$ cat config.mk
export PLATFORM = sky130hd
export DESIGN_NAME = pfb_filter
export DESIGN_NICKNAME = d
export VERILOG_FILES = /design/src/hdl/pfb_pkg.sv /design/src/hdl/pfb_fifo_if.sv /design/src/hdl/pfb_fifo.sv /design/src/hdl/pfb_filter.sv
export SDC_FILE = /design/constraint.sdc
export NUM_CORES = 2
export LEC_CHECK = 0
export BUFFER_PORTS_ARGS = -buffer_cell sky130_fd_sc_hd__buf_2
export CAP_MARGIN = 20
export CELL_PAD_IN_SITES_DETAIL_PLACEMENT = 0
export CELL_PAD_IN_SITES_GLOBAL_PLACEMENT = 1
export CORE_MARGIN = 5
export CORE_UTILIZATION = 50
export DETAILED_ROUTE_END_ITERATION = 10
export PLACE_DENSITY_LB_ADDON = 0.1
export SYNTH_ARGS = -nofsm -noshare
export SYNTH_HDL_FRONTEND = slang
export SYNTH_HIERARCHICAL = 1
export SYNTH_SLANG_ARGS = --single-unit
$ cat constraint.sdc
create_clock -name mclk -period 4.5 [get_ports mclk]
set_input_delay 0.225 -clock mclk [delete_from_list [all_inputs] [get_ports mclk]]
set_output_delay 0.225 -clock mclk [all_outputs]
set_load 0.02 [all_outputs]
$ cat src/hdl/pfb_pkg.sv
// Purpose : Shared constants and types of the filter B control and insertion port block.
// Assumes : One 125 MHz clock, microcontroller strobes synchronous to it.
// Notes   : Offsets are byte addresses on the microcontroller register port.
package pfb_pkg;

    // ************************************************************
    // Register map
    // ************************************************************
    localparam logic [11:0] PFB_TABLE_PORT_OFS = 12'h0dc;
    localparam logic [11:0] PFB_CSR_OFS        = 12'h0e0;
    localparam logic [11:0] PFB_INS_PORT_OFS   = 12'h0e4;

    // ************************************************************
    // Control and status field layout
    // ************************************************************
    localparam int          PFB_EN_BIT    = 0;
    localparam int          PFB_CLR_BIT   = 1;
    localparam int          PFB_BUF_LSB   = 4;
    localparam int          PFB_WPTR_LSB  = 8;
    localparam int          PFB_RPTR_LSB  = 12;
    localparam logic [31:0] PFB_RSVD_MASK = 32'hffff_008e;

    // ************************************************************
    // Reset values and sizes
    // ************************************************************
    localparam logic [31:0] PFB_CSR_RESET   = 32'h0000_0000;
    localparam logic [31:0] PFB_TABLE_RESET = 32'h0000_0000;
    localparam int          PFB_DATA_W      = 32;
    localparam int          PFB_PID_W       = 13;
    localparam int          PFB_BUF_W       = 3;
    localparam int          PFB_TABLE_DEPTH = 16;
    localparam int          PFB_INS_DEPTH   = 64;
    localparam int          PFB_FIFO_DEPTH  = 32;

    // Packet disposition of the stream input.
    typedef enum logic [2:0] {
        PFB_ST_IDLE = 3'b001,
        PFB_ST_PASS = 3'b010,
        PFB_ST_DROP = 3'b100
    } pfb_state_t;

endpackage : pfb_pkg

$ cat src/hdl/pfb_fifo_if.sv
// Purpose : Carries the push and pop handshakes between the filter and its FIFO.
// Assumes : Both sides on mclk.
// Notes   : Width is a parameter so the buffer number can ride with the data.
`timescale 1ns/10ps
interface pfb_fifo_if #(parameter int WIDTH = 35);
    logic             push_valid;
    logic             push_ready;
    logic [WIDTH-1:0] push_data;
    logic             pop_valid;
    logic             pop_ready;
    logic [WIDTH-1:0] pop_data;

    modport client (output push_valid, push_data, pop_ready,
                    input  push_ready, pop_valid, pop_data);
    modport store  (input  push_valid, push_data, pop_ready,
                    output push_ready, pop_valid, pop_data);
endinterface : pfb_fifo_if

$ cat src/hdl/pfb_fifo.sv
// Purpose : Synchronous FIFO with a registered output stage.
// Assumes : Push and pop on the same clock.
// Notes   : Ready and valid both come from flip-flops; DEPTH words sit in memory.
`timescale 1ns/10ps
module pfb_fifo #(
    parameter int WIDTH = 35,
    parameter int DEPTH = 32
) (
    input wire logic    mclk,
    input wire logic    nrst,
    pfb_fifo_if.store   fifo
);
    import pfb_pkg::*;

    localparam int AW = $clog2(DEPTH);
    localparam int CW = $clog2(DEPTH + 1);

    logic [WIDTH-1:0] mem [DEPTH];
    logic [AW-1:0]    wr_ptr;
    logic [AW-1:0]    rd_ptr;
    logic [CW-1:0]    count;
    logic [CW-1:0]    next_count;
    logic             full;
    logic             out_valid;
    logic [WIDTH-1:0] out_data;
    logic             push;
    logic             load;

    // ************************************************************
    // Handshake decode
    // ************************************************************
    // The output stage reloads whenever memory holds a word and the stage is empty or being drained.
    assign push       = fifo.push_valid && !full;
    assign load       = (count != '0) && (!out_valid || fifo.pop_ready);
    assign next_count = CW'(count + CW'(push) - CW'(load));

    assign fifo.push_ready = !full;
    assign fifo.pop_valid  = out_valid;
    assign fifo.pop_data   = out_data;

    // Storage array is not reset; only words behind valid pointers are read.
    always_ff @(posedge mclk) begin
        if (push) begin
            mem[wr_ptr] <= fifo.push_data;
        end
    end

    // Pointers, level and full flag; full is a flop so the source sees a clean ready.
    always_ff @(posedge mclk or negedge nrst) begin
        if (!nrst) begin
            wr_ptr <= '0;
            rd_ptr <= '0;
            count  <= '0;
            full   <= 1'b0;
        end else begin
            if (push) begin
                wr_ptr <= AW'(wr_ptr + 1'b1);
            end
            if (load) begin
                rd_ptr <= AW'(rd_ptr + 1'b1);
            end
            count <= next_count;
            full  <= (next_count == CW'(DEPTH));
        end
    end

    // Output register holds the head word until the sink takes it.
    always_ff @(posedge mclk or negedge nrst) begin
        if (!nrst) begin
            out_valid <= 1'b0;
            out_data  <= '0;
        end else if (load) begin
            out_valid <= 1'b1;
            out_data  <= mem[rd_ptr];
        end else if (fifo.pop_ready) begin
            out_valid <= 1'b0;
        end
    end

endmodule : pfb_fifo

$ cat src/hdl/pfb_filter.sv
// Purpose : Filter B control and status, filter table port, insertion RAM port, PID gate.
// Assumes : Microcontroller strobes and stream input are synchronous to mclk.
// Notes   : One register access per cycle; read data returns one cycle after the strobe.
`timescale 1ns/10ps

// How it works
// - Filter table reads advance read pointer when disabled.
// - Enabling the filter zeroes the read pointer.
// - Reads while enabled leave read pointer alone.
// - Filter table writes advance write pointer when disabled.
// - Write pointer held zero while filter enabled.
// - Status shows buffer taking selected packets.
// - Filter clear zeroes table and both pointers.
// - Enabled filter passes only packets with matching identifier.
// - Reserved control bits ignore writes, read zero.
// - Insertion port writes store word at write pointer.
// - Each insertion write while insertion disabled advances insertion write pointer.
// - Insertion port does nothing while insertion enabled.
// - Insertion RAM is not initialised at reset.
// - Table port reads read-pointer entry, writes write-pointer entry.
module pfb_filter
    import pfb_pkg::*;
#(
    parameter int TABLE_DEPTH = pfb_pkg::PFB_TABLE_DEPTH,
    parameter int INS_DEPTH   = pfb_pkg::PFB_INS_DEPTH,
    parameter int FIFO_DEPTH  = pfb_pkg::PFB_FIFO_DEPTH
) (
    input  wire logic                                   mclk,
    input  wire logic                                   nrst,
    input  wire logic [11:0]                            reg_addr,
    input  wire logic                                   reg_wr,
    input  wire logic                                   reg_rd,
    input  wire logic [pfb_pkg::PFB_DATA_W-1:0]         reg_wdata,
    output logic      [pfb_pkg::PFB_DATA_W-1:0]         reg_rdata,
    output logic                                        reg_rvalid,
    input  wire logic                                   ins_enable,
    input  wire logic [pfb_pkg::PFB_TABLE_DEPTH*pfb_pkg::PFB_BUF_W-1:0] location_buffer_map,
    input  wire logic                                   ts_valid,
    input  wire logic                                   ts_first,
    input  wire logic [pfb_pkg::PFB_PID_W-1:0]          ts_pid,
    input  wire logic [pfb_pkg::PFB_DATA_W-1:0]         ts_data,
    output logic                                        ts_ready,
    output logic                                        tx_valid,
    output logic      [pfb_pkg::PFB_DATA_W-1:0]         tx_data,
    output logic      [pfb_pkg::PFB_BUF_W-1:0]          tx_buffer,
    input  wire logic                                   tx_ready,
    output logic                                        filter_enable,
    output logic      [$clog2(pfb_pkg::PFB_INS_DEPTH)-1:0] ins_wr_ptr,
    output logic      [$clog2(pfb_pkg::PFB_INS_DEPTH)-1:0] ins_rd_ptr
);
    import pfb_pkg::*;

    localparam int TW = $clog2(TABLE_DEPTH);
    localparam int IW = $clog2(INS_DEPTH);
    localparam int FW = PFB_DATA_W + PFB_BUF_W;

    // ************************************************************
    // Storage and state
    // ************************************************************
    logic [PFB_DATA_W-1:0] filter_table [TABLE_DEPTH];
    logic [PFB_DATA_W-1:0] ins_ram [INS_DEPTH];
    logic [TW-1:0]         table_read_pointer;
    logic [TW-1:0]         table_write_pointer;
    logic [PFB_BUF_W-1:0]  selected_data_buffer;
    logic                  clear_pending;
    logic                  ins_enable_q;
    pfb_state_t            state;
    pfb_state_t            next_state;

    logic                  csr_wr;
    logic                  csr_rd;
    logic                  tbl_wr;
    logic                  tbl_rd;
    logic                  ins_wr;
    logic                  ins_rd;
    logic                  enable_set;
    logic                  ins_rise;
    logic                  hit;
    logic [PFB_BUF_W-1:0]  hit_buf;
    logic                  pass_now;
    logic                  ts_fire;
    logic [PFB_DATA_W-1:0] table_head;
    logic [PFB_DATA_W-1:0] csr_value;

    pfb_fifo_if #(.WIDTH(FW)) fq ();

    // ************************************************************
    // Register port decode
    // ************************************************************
    // Only whole-word accesses at the three offsets have any effect.
    assign csr_wr     = reg_wr && (reg_addr == PFB_CSR_OFS);
    assign csr_rd     = reg_rd && (reg_addr == PFB_CSR_OFS);
    assign tbl_wr     = reg_wr && (reg_addr == PFB_TABLE_PORT_OFS);
    assign tbl_rd     = reg_rd && (reg_addr == PFB_TABLE_PORT_OFS);
    assign ins_wr     = reg_wr && (reg_addr == PFB_INS_PORT_OFS);
    assign ins_rd     = reg_rd && (reg_addr == PFB_INS_PORT_OFS);
    assign enable_set = csr_wr && reg_wdata[PFB_EN_BIT] && !filter_enable;
    assign ins_rise   = ins_enable && !ins_enable_q;
    assign table_head = filter_table[table_read_pointer];

    // Reserved bits and the clear bit are constant zero in the read image.
    assign csr_value = {16'h0000,
                        table_read_pointer,
                        table_write_pointer,
                        1'b0,
                        selected_data_buffer,
                        2'b00,
                        1'b0,
                        filter_enable};

    // ************************************************************
    // Control bits
    // ************************************************************
    // Only the enable and clear bits are taken from a write; the rest are dropped.
    always_ff @(posedge mclk or negedge nrst) begin
        if (!nrst) begin
            filter_enable <= PFB_CSR_RESET[PFB_EN_BIT];
            clear_pending <= 1'b0;
        end else begin
            if (csr_wr) begin
                filter_enable <= reg_wdata[PFB_EN_BIT];
            end
            clear_pending <= csr_wr && reg_wdata[PFB_CLR_BIT];
        end
    end

    // ************************************************************
    // Filter table pointers
    // ************************************************************
    // A pending clear outranks every other pointer update.
    always_ff @(posedge mclk or negedge nrst) begin
        if (!nrst) begin
            table_read_pointer <= PFB_CSR_RESET[PFB_RPTR_LSB +: TW];
        end else if (clear_pending) begin
            table_read_pointer <= '0;
        end else if (enable_set) begin
            table_read_pointer <= '0;
        end else if (tbl_rd && !filter_enable) begin
            table_read_pointer <= TW'(table_read_pointer + 1'b1);
        end
    end

    // Zeroing on the enabling write keeps the pointer at zero from the first enabled cycle.
    always_ff @(posedge mclk or negedge nrst) begin
        if (!nrst) begin
            table_write_pointer <= PFB_CSR_RESET[PFB_WPTR_LSB +: TW];
        end else if (clear_pending) begin
            table_write_pointer <= '0;
        end else if (filter_enable || enable_set) begin
            table_write_pointer <= '0;
        end else if (tbl_wr) begin
            table_write_pointer <= TW'(table_write_pointer + 1'b1);
        end
    end

    // Comparison values reset to zero and are wiped again by a clear.
    always_ff @(posedge mclk or negedge nrst) begin
        if (!nrst) begin
            for (int i = 0; i < TABLE_DEPTH; i++) begin
                filter_table[i] <= PFB_TABLE_RESET;
            end
        end else if (clear_pending) begin
            for (int i = 0; i < TABLE_DEPTH; i++) begin
                filter_table[i] <= PFB_TABLE_RESET;
            end
        end else if (tbl_wr && !filter_enable) begin
            filter_table[table_write_pointer] <= reg_wdata;
        end
    end

    // ************************************************************
    // Insertion RAM port
    // ************************************************************
    // The array has no reset, so unwritten words read back undefined.
    always_ff @(posedge mclk) begin
        if (ins_wr && !ins_enable) begin
            ins_ram[ins_wr_ptr] <= reg_wdata;
        end
    end

    // Turning insertion on restarts both pointers for the hardware reader.
    always_ff @(posedge mclk or negedge nrst) begin
        if (!nrst) begin
            ins_enable_q <= 1'b0;
            ins_wr_ptr   <= '0;
            ins_rd_ptr   <= '0;
        end else begin
            ins_enable_q <= ins_enable;
            if (ins_rise) begin
                ins_wr_ptr <= '0;
                ins_rd_ptr <= '0;
            end else if (!ins_enable) begin
                if (ins_wr) begin
                    ins_wr_ptr <= IW'(ins_wr_ptr + 1'b1);
                end
                if (ins_rd) begin
                    ins_rd_ptr <= IW'(ins_rd_ptr + 1'b1);
                end
            end
        end
    end

    // ************************************************************
    // Read data
    // ************************************************************
    // Unmapped offsets and insertion reads while enabled return zero.
    always_ff @(posedge mclk or negedge nrst) begin
        if (!nrst) begin
            reg_rvalid <= 1'b0;
            reg_rdata  <= '0;
        end else begin
            reg_rvalid <= reg_rd;
            if (reg_rd) begin
                case (reg_addr)
                    PFB_CSR_OFS:        reg_rdata <= csr_value;
                    PFB_TABLE_PORT_OFS: reg_rdata <= table_head;
                    PFB_INS_PORT_OFS:   reg_rdata <= ins_enable ? '0 : ins_ram[ins_rd_ptr];
                    default:            reg_rdata <= '0;
                endcase
            end
        end
    end

    // ************************************************************
    // Identifier match and packet gate
    // ************************************************************
    // The lowest matching location wins, which fixes the buffer when entries repeat.
    always_comb begin
        hit     = 1'b0;
        hit_buf = '0;
        for (int i = TABLE_DEPTH - 1; i >= 0; i--) begin
            if (filter_table[i][PFB_PID_W-1:0] == ts_pid) begin
                hit     = 1'b1;
                hit_buf = location_buffer_map[i*PFB_BUF_W +: PFB_BUF_W];
            end
        end
    end

    // The decision is made on the first word and held for the whole packet.
    assign ts_fire  = ts_valid && ts_ready;
    assign pass_now = ts_first ? (!filter_enable || hit) : (state == PFB_ST_PASS);

    always_comb begin
        next_state = state;
        if (ts_fire && ts_first) begin
            next_state = pass_now ? PFB_ST_PASS : PFB_ST_DROP;
        end
        case (state)
            PFB_ST_IDLE: ;
            PFB_ST_PASS: ;
            PFB_ST_DROP: ;
            default:     next_state = PFB_ST_IDLE;
        endcase
    end

    always_ff @(posedge mclk or negedge nrst) begin
        if (!nrst) begin
            state <= PFB_ST_IDLE;
        end else begin
            state <= next_state;
        end
    end

    // The buffer number is latched from the location that opened the packet, so that packet's first word still carries the previous number.
    always_ff @(posedge mclk or negedge nrst) begin
        if (!nrst) begin
            selected_data_buffer <= PFB_CSR_RESET[PFB_BUF_LSB +: PFB_BUF_W];
        end else if (ts_fire && ts_first && filter_enable && hit) begin
            selected_data_buffer <= hit_buf;
        end
    end

    // ************************************************************
    // Transmit FIFO
    // ************************************************************
    // Dropped words are still consumed, but only while the FIFO has room.
    assign fq.push_valid = ts_valid && pass_now;
    assign fq.push_data  = {selected_data_buffer, ts_data};
    assign fq.pop_ready  = tx_ready;
    assign ts_ready      = fq.push_ready;
    assign tx_valid      = fq.pop_valid;
    assign tx_data       = fq.pop_data[PFB_DATA_W-1:0];
    assign tx_buffer     = fq.pop_data[FW-1:PFB_DATA_W];

    pfb_fifo #(
        .WIDTH (FW),
        .DEPTH (FIFO_DEPTH)
    ) u_fifo (
        .mclk (mclk),
        .nrst (nrst),
        .fifo (fq.store)
    );
endmodule : pfb_filter

-- Word-level counts from Yosys, hierarchy flattened
Memories as Yosys holds them, arrays and structs flattened. A register that Yosys moved wholly into a read port is not among the register bits.
Cells that the tools add are included.
- register bits: 592
- bits in latches: 0
- memory bits (writable): 3168
- ROM bits: 0
- word-level logic and storage cells: 175
- memories kept: 2
- add/subtract/negate cells: 8
- multipliers: 0
- divide/modulo/power cells: 0
- order comparisons: 3
- eq/ne operators: 25
- shift-type cells: 0
- mux-type cells: 64
- bitwise operators: 2
- reduce and logical (&&, ||, !) cells: 39
- memory list (name ; depth ; width ; read ports ; clocked after memory_dff ; write ports ; RTL line ; source):
    ins_ram ; 64 ; 32 ; 1 ; 0 ; 1 ; pfb_filter.sv:61 ; logic [PFB_DATA_W-1:0] ins_ram [INS_DEPTH];
    u_fifo.mem ; 32 ; 35 ; 1 ; 1 ; 1 ; pfb_fifo.sv:18 ; logic [WIDTH-1:0] mem [DEPTH];
- operator list (kind ; count):
    $mux W512 ; 2
    $bwmux W512 ; 1
    $eq A13 B13 Y1 ; 16
    $bmux W32 S4 ; 1
    $demux W32 S4 ; 1
    $mux W32 ; 4
    $pmux W32 S3 ; 1
    $mux W3 ; 19
    $eq A12 B8 Y1 const B ; 3
    $mux W6 ; 6
    $mux W4 ; 6
    $mux W1 ; 23
    $logic_and A1 B1 Y1 ; 20
    $add A6 B1 Y6 const B ; 2
    $add A5 B1 Y5 const B ; 2
    $ge A5 B5 Y1 const B ; 2
    $not A4 Y5 ; 2
    $add A4 B1 Y4 const B ; 2
    $reduce_bool A2 Y1 ; 4
    $add A6 B1 Y6 ; 1
    $eq A6 B6 Y1 const B ; 1
    $logic_not A1 Y1 ; 6
    $reduce_bool A3 Y1 ; 2
    $reduce_bool A6 Y1 ; 1
    other kinds (9) ; 13

-- Depth between registers and ports, before layout
- depth after elaboration: 24
- mapped depth: 23

-- Hierarchy
The synthesis kept the hierarchy.
- by module, submodules not included (module ; instances ; cells an instance ; area each (µm²) ; sequential area each (µm²)):
    pfb_filter ; 1 ; 5169 ; 105847.8 ; 75864.0
    pfb_fifo ; 1 ; 2336 ; 45672.6 ; 34958.5

-- Worst setup path after synthesis
Ideal clock, no wire load.
- kind: input-to-reg
- from: input port ts_pid[0] (netlist bit)
- to: memory u_fifo.mem[31][0], enable pin
- library setup time: 427 ps
- data arrival time: 4375 ps
- slack: -302 ps
- cell stages on the path: 15
- buffers on the path: 4
- cells stage by stage: clkbuf_1 > buf_2 > xnor2_1 > nand4_1 > nor4_2 > o21bai_1 > nor4_1 > nand4_1 > a21oi_1 > nor2b_1 > nor2b_1 > clkbuf_1 > nand2_1 > clkbuf_1 > nor2_1
- word-level cells in the longest chain between the ends: 23
- ends and longest elaborated chain (element ; RTL line ; source):
    from (decl) ; pfb_filter.sv:40 ; input wire logic [pfb_pkg::PFB_PID_W-1:0] ts_pid,
    $eq A13 B13 Y1 ; pfb_filter.sv:232 ; if (filter_table[i][PFB_PID_W-1:0] == ts_pid) begin
    $mux W1 (15 in a row) ; pfb_filter.sv:232 ;
    $mux W1 * ; pfb_filter.sv:232 ;
    $logic_or A1 B1 Y1 * ; pfb_filter.sv:241 ; assign pass_now = ts_first ? (!filter_enable || hit) : (state == PFB_ST_PASS);
    $mux W1 * ; pfb_filter.sv:241 ;
    $logic_and A1 B1 Y1 * ; pfb_filter.sv:277 ; assign fq.push_valid = ts_valid && pass_now;
    net fq.push_valid ; pfb_fifo_if.sv:6 ; logic push_valid;
    $logic_and A1 B1 Y1 * ; pfb_fifo.sv:33 ; assign push = fifo.push_valid && !full;
    $mux W1 * ; pfb_fifo.sv:43 ; if (push) begin
    $mux W1 (not written as such) * ; pfb_fifo.sv:44 ; mem[wr_ptr] <= fifo.push_data;
    to (decl) ; pfb_fifo.sv:18 ;
The timed path passes the listed nets; every way through them passes the cells marked *.

-- Final worst setup path
- from: register filter_table[100] (netlist bit)
- to: memory u_fifo.mem[11][29], enable pin
- word-level cells in the longest chain between the ends: 20
- ends and longest elaborated chain (element ; RTL line ; source):
    from (decl) ; pfb_filter.sv:60 ; logic [PFB_DATA_W-1:0] filter_table [TABLE_DEPTH];
    from (signal, indexed assignment) ; pfb_filter.sv:167 ; filter_table[table_write_pointer] <= reg_wdata;
    $eq A13 B13 Y1 ; pfb_filter.sv:232 ;
    $mux W1 (13 in a row) ; pfb_filter.sv:232 ;
    $logic_or A1 B1 Y1 ; pfb_filter.sv:241 ;
    $mux W1 ; pfb_filter.sv:241 ;
    $logic_and A1 B1 Y1 ; pfb_filter.sv:277 ;
    net fq.push_valid ; pfb_fifo_if.sv:6 ;
    $logic_and A1 B1 Y1 ; pfb_fifo.sv:33 ;
    $mux W1 ; pfb_fifo.sv:43 ;
    $mux W1 (not written as such) ; pfb_fifo.sv:44 ;
The timed path passes the listed nets, and every way through them passes these cells.

==> impl.org <==
** Critical path
- CP Capture Type :: flip-flop
- Data required time of the critical path :: 5.12 ns
- Of all nets on the critical path, the largest fanout is 19.
- Start point of the critical path :: filter_table[100]
- Capturing instance or port of the critical path :: u_fifo/mem[11][29]
- Kind of start point of the critical path :: flip-flop
- The worst register-to-register path has a setup slack of 0.16 ns.
- The worst setup path is of the flip-flop to flip-flop kind.
- Data on the critical path arrives at its endpoint at 4.96 ns.
- Reg-to-reg endpoint :: u_fifo/mem[11][29]
- Launching point of the worst reg2reg path :: filter_table[100]
- The worst register-to-register path has a depth of 17.

** STA
- Sum of negative setup slack :: 0 ns
- Worst hold slack across all endpoints :: 0.0548 ns
- Clock Skews :: 0.0514 ns
- For the pin with the worst max-slew slack, the measured transition is 1.09 ns.
- The worst pin sits at a relative slew slack of 26.5%.
- The final critical path takes up 96.4% of the cycle.
- The final-report hold violation count came to 0.
- Count of final setup violators :: 0
- Timing would allow up to 231 MHz.
- The total count of max-transition violations in the final report was 0.
- Shortest period the worst path allows :: 4.34 ns

** Synthesis
- Largest family of logic cells by synthesized area :: multiplexers
- After synthesis, the share of flip-flops with an asynchronous set or reset is 16.5%.
- Post-synthesis simple-gate area fraction :: 1.85%
- After synthesis the netlist holds a flip-flop and latch count of 3795.
- For this run, the number of Yosys warnings is 6.
- Of the total synthesized cell area, the portion taken by full adders, half adders and majority gates is 0.178%.
- When the netlist entered floorplanning its net count stood at 7671.
- Area fraction in compound gates after synthesis :: 5.32%
- Cell taking the most area after synthesis :: sky130_fd_sc_hd__edfxtp_1
- Number of enable flip-flop cells after synthesis :: 3168
- Summing every instance area after synthesis gives 152000 um2.
- After synthesis, the largest area contributor takes up 62.8% of total cell area.
- In this run, distinct cell masters in the synthesized netlist total 68.
- After Yosys synthesis, XOR and XNOR cells account for 1.31% of the synthesized area.
- Synthesized instance count :: 7505
- Of the synthesized area, sequential elements account for 73.1%.
- Sorting the synthesized cells by area gives the leading types as sky130_fd_sc_hd__edfxtp_1, sky130_fd_sc_hd__mux4_2, sky130_fd_sc_hd__dfrtp_1.
- Post-synthesis area per instance :: 20.2 um2
- Share of cell area taken by muxes after synthesis :: 16.4%
- Main flop type after synthesis :: sky130_fd_sc_hd__edfxtp_1

** Final layout
- Final instance area :: 175000 um2
- Number of nets in the finished design :: 8294
- Fraction of final layout cells sized beyond drive strength 1 :: 28.2%
- Cell Count, Final, Fillers Out :: 12400
- Top library cells by usage in the layout, fill and taps aside :: sky130_fd_sc_hd__edfxtp_1, sky130_fd_sc_hd__mux4_2, sky130_fd_sc_hd__dfrtp_1
- From synthesis to final layout, the design area changed by 15.3%.
- Leaving out fill and tap cells, the most frequent cell in the layout is sky130_fd_sc_hd__edfxtp_1.

** Floorplan
- Effective utilization at floorplan :: 50.1%
- The floorplan step set the die width to 560 um.
- The die covers 314000 um2.
- I/O pin count :: 228
- After floorplanning, the core was divided into 202 placement rows.
- Die H :: 560 um
- The core region is 302000 um2.

** Detailed routing
- Routed length per placed instance :: 35.1 um
- Wires add up to 436000 um.
- In the routed design, unresolved DRC markers number 0.
- In the routed layout, each cell is associated on average with a via count of 6.42.
- DR vias :: 79800
- For this run, the detailed router's first-pass iteration total came to 6.
- Number of DRC markers after the initial detailed-route iteration :: 9089
- In this run the remaining antenna-violating nets after routing total 0.

** Clock network
- TritonCTS clock tree :: built
- Total number of clock tree sinks :: 3795
- Clock transition at the registers of the reported paths :: 0.06 ns
- Clock buffer depth :: 4
- The tree is rooted in a sky130_fd_sc_hd__clkbuf_16.
- Clock latency at the later pin of the worst-skew pair :: 0.94 ns
- Buffers inserted during clock tree synthesis total 389.
- H-tree depth reported by CTS :: 5

** Pwr
- PnR Total Power :: 81.0 mW
- IR analysis of the VDD net gives a maximum drop of 0.366 mV.
- Dividing total power by cell area gives a power density of 464 nW/um2.
- For this design the static power due to leakage is 59.3 nW.

** GRT
- For this run, the total global-route usage over all layers was measured as 27.6%.
- Initial antenna violation count :: 30
- Pin count of the biggest net entering global routing :: 107
- Number of global-route vias before repair :: 82000
- The first global-routing pass estimated 624000 um of wire.
- The total overflow left after global routing is 0.

** Placed design
- The count of buffers added on input and output ports is 227.
- In this run the cell area measured after placement is 161000 um2.
- Hpwl dp :: 263000 um
- At the end of routability-driven placement, the weighted congestion stood at 0.854.
- Placed Cells incl. Taps :: 11600

** Job
- Max-cap violations in this run came to 0.

** Worst hold path
- The min-delay analysis places its worst path in the category input port to flip-flop.

** Status
- Outcome :: completed
[logic make-up after synthesis]
| family | count (synthesis) |
|---|---|
| AO/OA/AOI/OAI | 971 |
| XOR/XNOR | 226 |
| adder cells (fa/ha/maj) | 21 |
| buffers and inverters | 594 |
| flip-flops | 3795 |
| multiplexers | 1335 |
| AND/OR/NAND/NOR | 563 |
[metal layers]
metal  global-route usage, %  routed length [um]  share of wire [%]  vias to the layer above
met5                       0                  62              0.014                        -
met4                    6.82               12000                2.7                       10
met3                    4.77               32700                7.5                      647
met2                    45.6              215000                 49                     3388
met1                    38.8              176000                 40                    43400
li1                        -                   -                  -                    32300
[area by class of cell]
cell class	count	area, um2
clock buffers	518	10600
flip-flops and latches	3795	111000
fillers	22200	128000
inverters	31	116
repair buffers	795	7130
diodes	11	27.5
well taps	3978	4980
multi-input cells	3116	39000
clock inverters	187	1910
[synthesized netlist by cell type, types with 4 or more instances]
cell                          n
sky130_fd_sc_hd__nor4_1      28
sky130_fd_sc_hd__a211o_1     15
sky130_fd_sc_hd__nand3b_1     8
sky130_fd_sc_hd__buf_8        5
sky130_fd_sc_hd__a22o_1     552
sky130_fd_sc_hd__a22oi_1     92
sky130_fd_sc_hd__edfxtp_1  3168
sky130_fd_sc_hd__a221oi_2    13
sky130_fd_sc_hd__ha_1        20
sky130_fd_sc_hd__or3_1        4
sky130_fd_sc_hd__a221o_1     12
sky130_fd_sc_hd__o41ai_2     20
sky130_fd_sc_hd__mux4_2     919
sky130_fd_sc_hd__nand4_1     28
sky130_fd_sc_hd__nand3_1     30
sky130_fd_sc_hd__a21oi_1     58
sky130_fd_sc_hd__inv_1       31
sky130_fd_sc_hd__o22ai_1     52
sky130_fd_sc_hd__a221oi_1    44
sky130_fd_sc_hd__dfrtp_1    626
sky130_fd_sc_hd__buf_4       36
sky130_fd_sc_hd__a211oi_1    38
sky130_fd_sc_hd__o211ai_1     4
sky130_fd_sc_hd__buf_1       64
sky130_fd_sc_hd__o21ai_0     25
sky130_fd_sc_hd__nor2b_1     45
sky130_fd_sc_hd__and2_1      48
sky130_fd_sc_hd__or2_2        6
sky130_fd_sc_hd__o21bai_1     5
sky130_fd_sc_hd__xor2_1     125
sky130_fd_sc_hd__clkbuf_1   321
sky130_fd_sc_hd__o21a_1       5
sky130_fd_sc_hd__or3b_2       4
sky130_fd_sc_hd__nor3_1      45
sky130_fd_sc_hd__xnor2_1    101
sky130_fd_sc_hd__o21ai_1     17
sky130_fd_sc_hd__nand2_1     83
sky130_fd_sc_hd__buf_12       4
sky130_fd_sc_hd__nand2b_1    10
sky130_fd_sc_hd__buf_6       11
sky130_fd_sc_hd__nor2_1     195
sky130_fd_sc_hd__buf_2      120
sky130_fd_sc_hd__mux2i_1    416
sky130_fd_sc_hd__and3_1      12
[state kept, by name, indices dropped and copies added, names as in the netlist, 3 cells and up]
signal and flops:
filter_table 512, ins_ram 2048, ins_rd_ptr 6, ins_wr_ptr 6
reg_rdata 32, selected_data_buffer 3, state 3, table_read_pointer 4
table_write_pointer 4, u_fifo/count 6, u_fifo/fifo.pop_data 35, u_fifo/mem 1120
u_fifo/rd_ptr 5, u_fifo/wr_ptr 5
[through the flow]
step                      utilization (%)  worst slack [ns]
after floorplan                         -            -0.302
after global placement               53.3            -0.756
after detailed placement             53.3            -0.680
after CTS                            57.7            0.0246
after global routing                 57.8           -0.0690
final                                57.8             0.162
[worst min-delay path by stage]
stage                   from                 endpoint  slack, ns  depth (start not counted)
3_5_place_dp            nrst            reg_rdata[16]       0.35                          1
3_3_place_gp            nrst            reg_rdata[16]       0.33                          1
4_1_cts           ins_enable             ins_enable_q       0.01                          2
5_1_grt             ts_valid  selected_data_buffer[1]       0.05                          5
6_report       reg_wdata[18]          ins_ram[32][18]       0.05                          2
2_1_floorplan           nrst            clear_pending      -0.07                          0
[critical path, stage by stage, from the launching register on]
cell and delay, ns:
sky130_fd_sc_hd__dfrtp_1 0.40, sky130_fd_sc_hd__xnor2_1 0.20, sky130_fd_sc_hd__nand4_1 0.20, sky130_fd_sc_hd__nor4_4 0.50, sky130_fd_sc_hd__buf_4 0.20, sky130_fd_sc_hd__nand2b_1 0.14, sky130_fd_sc_hd__nor4bb_2 0.08, sky130_fd_sc_hd__nand4_1 0.15
sky130_fd_sc_hd__buf_4 0.15, sky130_fd_sc_hd__a21oi_1 0.06, sky130_fd_sc_hd__nor2b_1 0.13, sky130_fd_sc_hd__nor2b_4 0.19, sky130_fd_sc_hd__buf_12 0.12, sky130_fd_sc_hd__buf_4 0.15, sky130_fd_sc_hd__nand2_1 0.10, sky130_fd_sc_hd__buf_12 0.16
sky130_fd_sc_hd__nor2_4 0.80, sky130_fd_sc_hd__buf_12 0.26
[report_power, final]
group	internal, mW	total, mW	switching, mW
clock	18.4	31.8	13.4
combinational	3.89	10.0	6.11
sequential	38.7	39.2	0.558
[timing repair]
action,in CTS,in global routing
pin swaps,0,3
resized for setup,4,7
buffers inserted,0,4
hold buffers,82,0
hold endpoints to repair,2007,0
setup endpoints to repair,760,67
(Power assumes the default switching activity.)
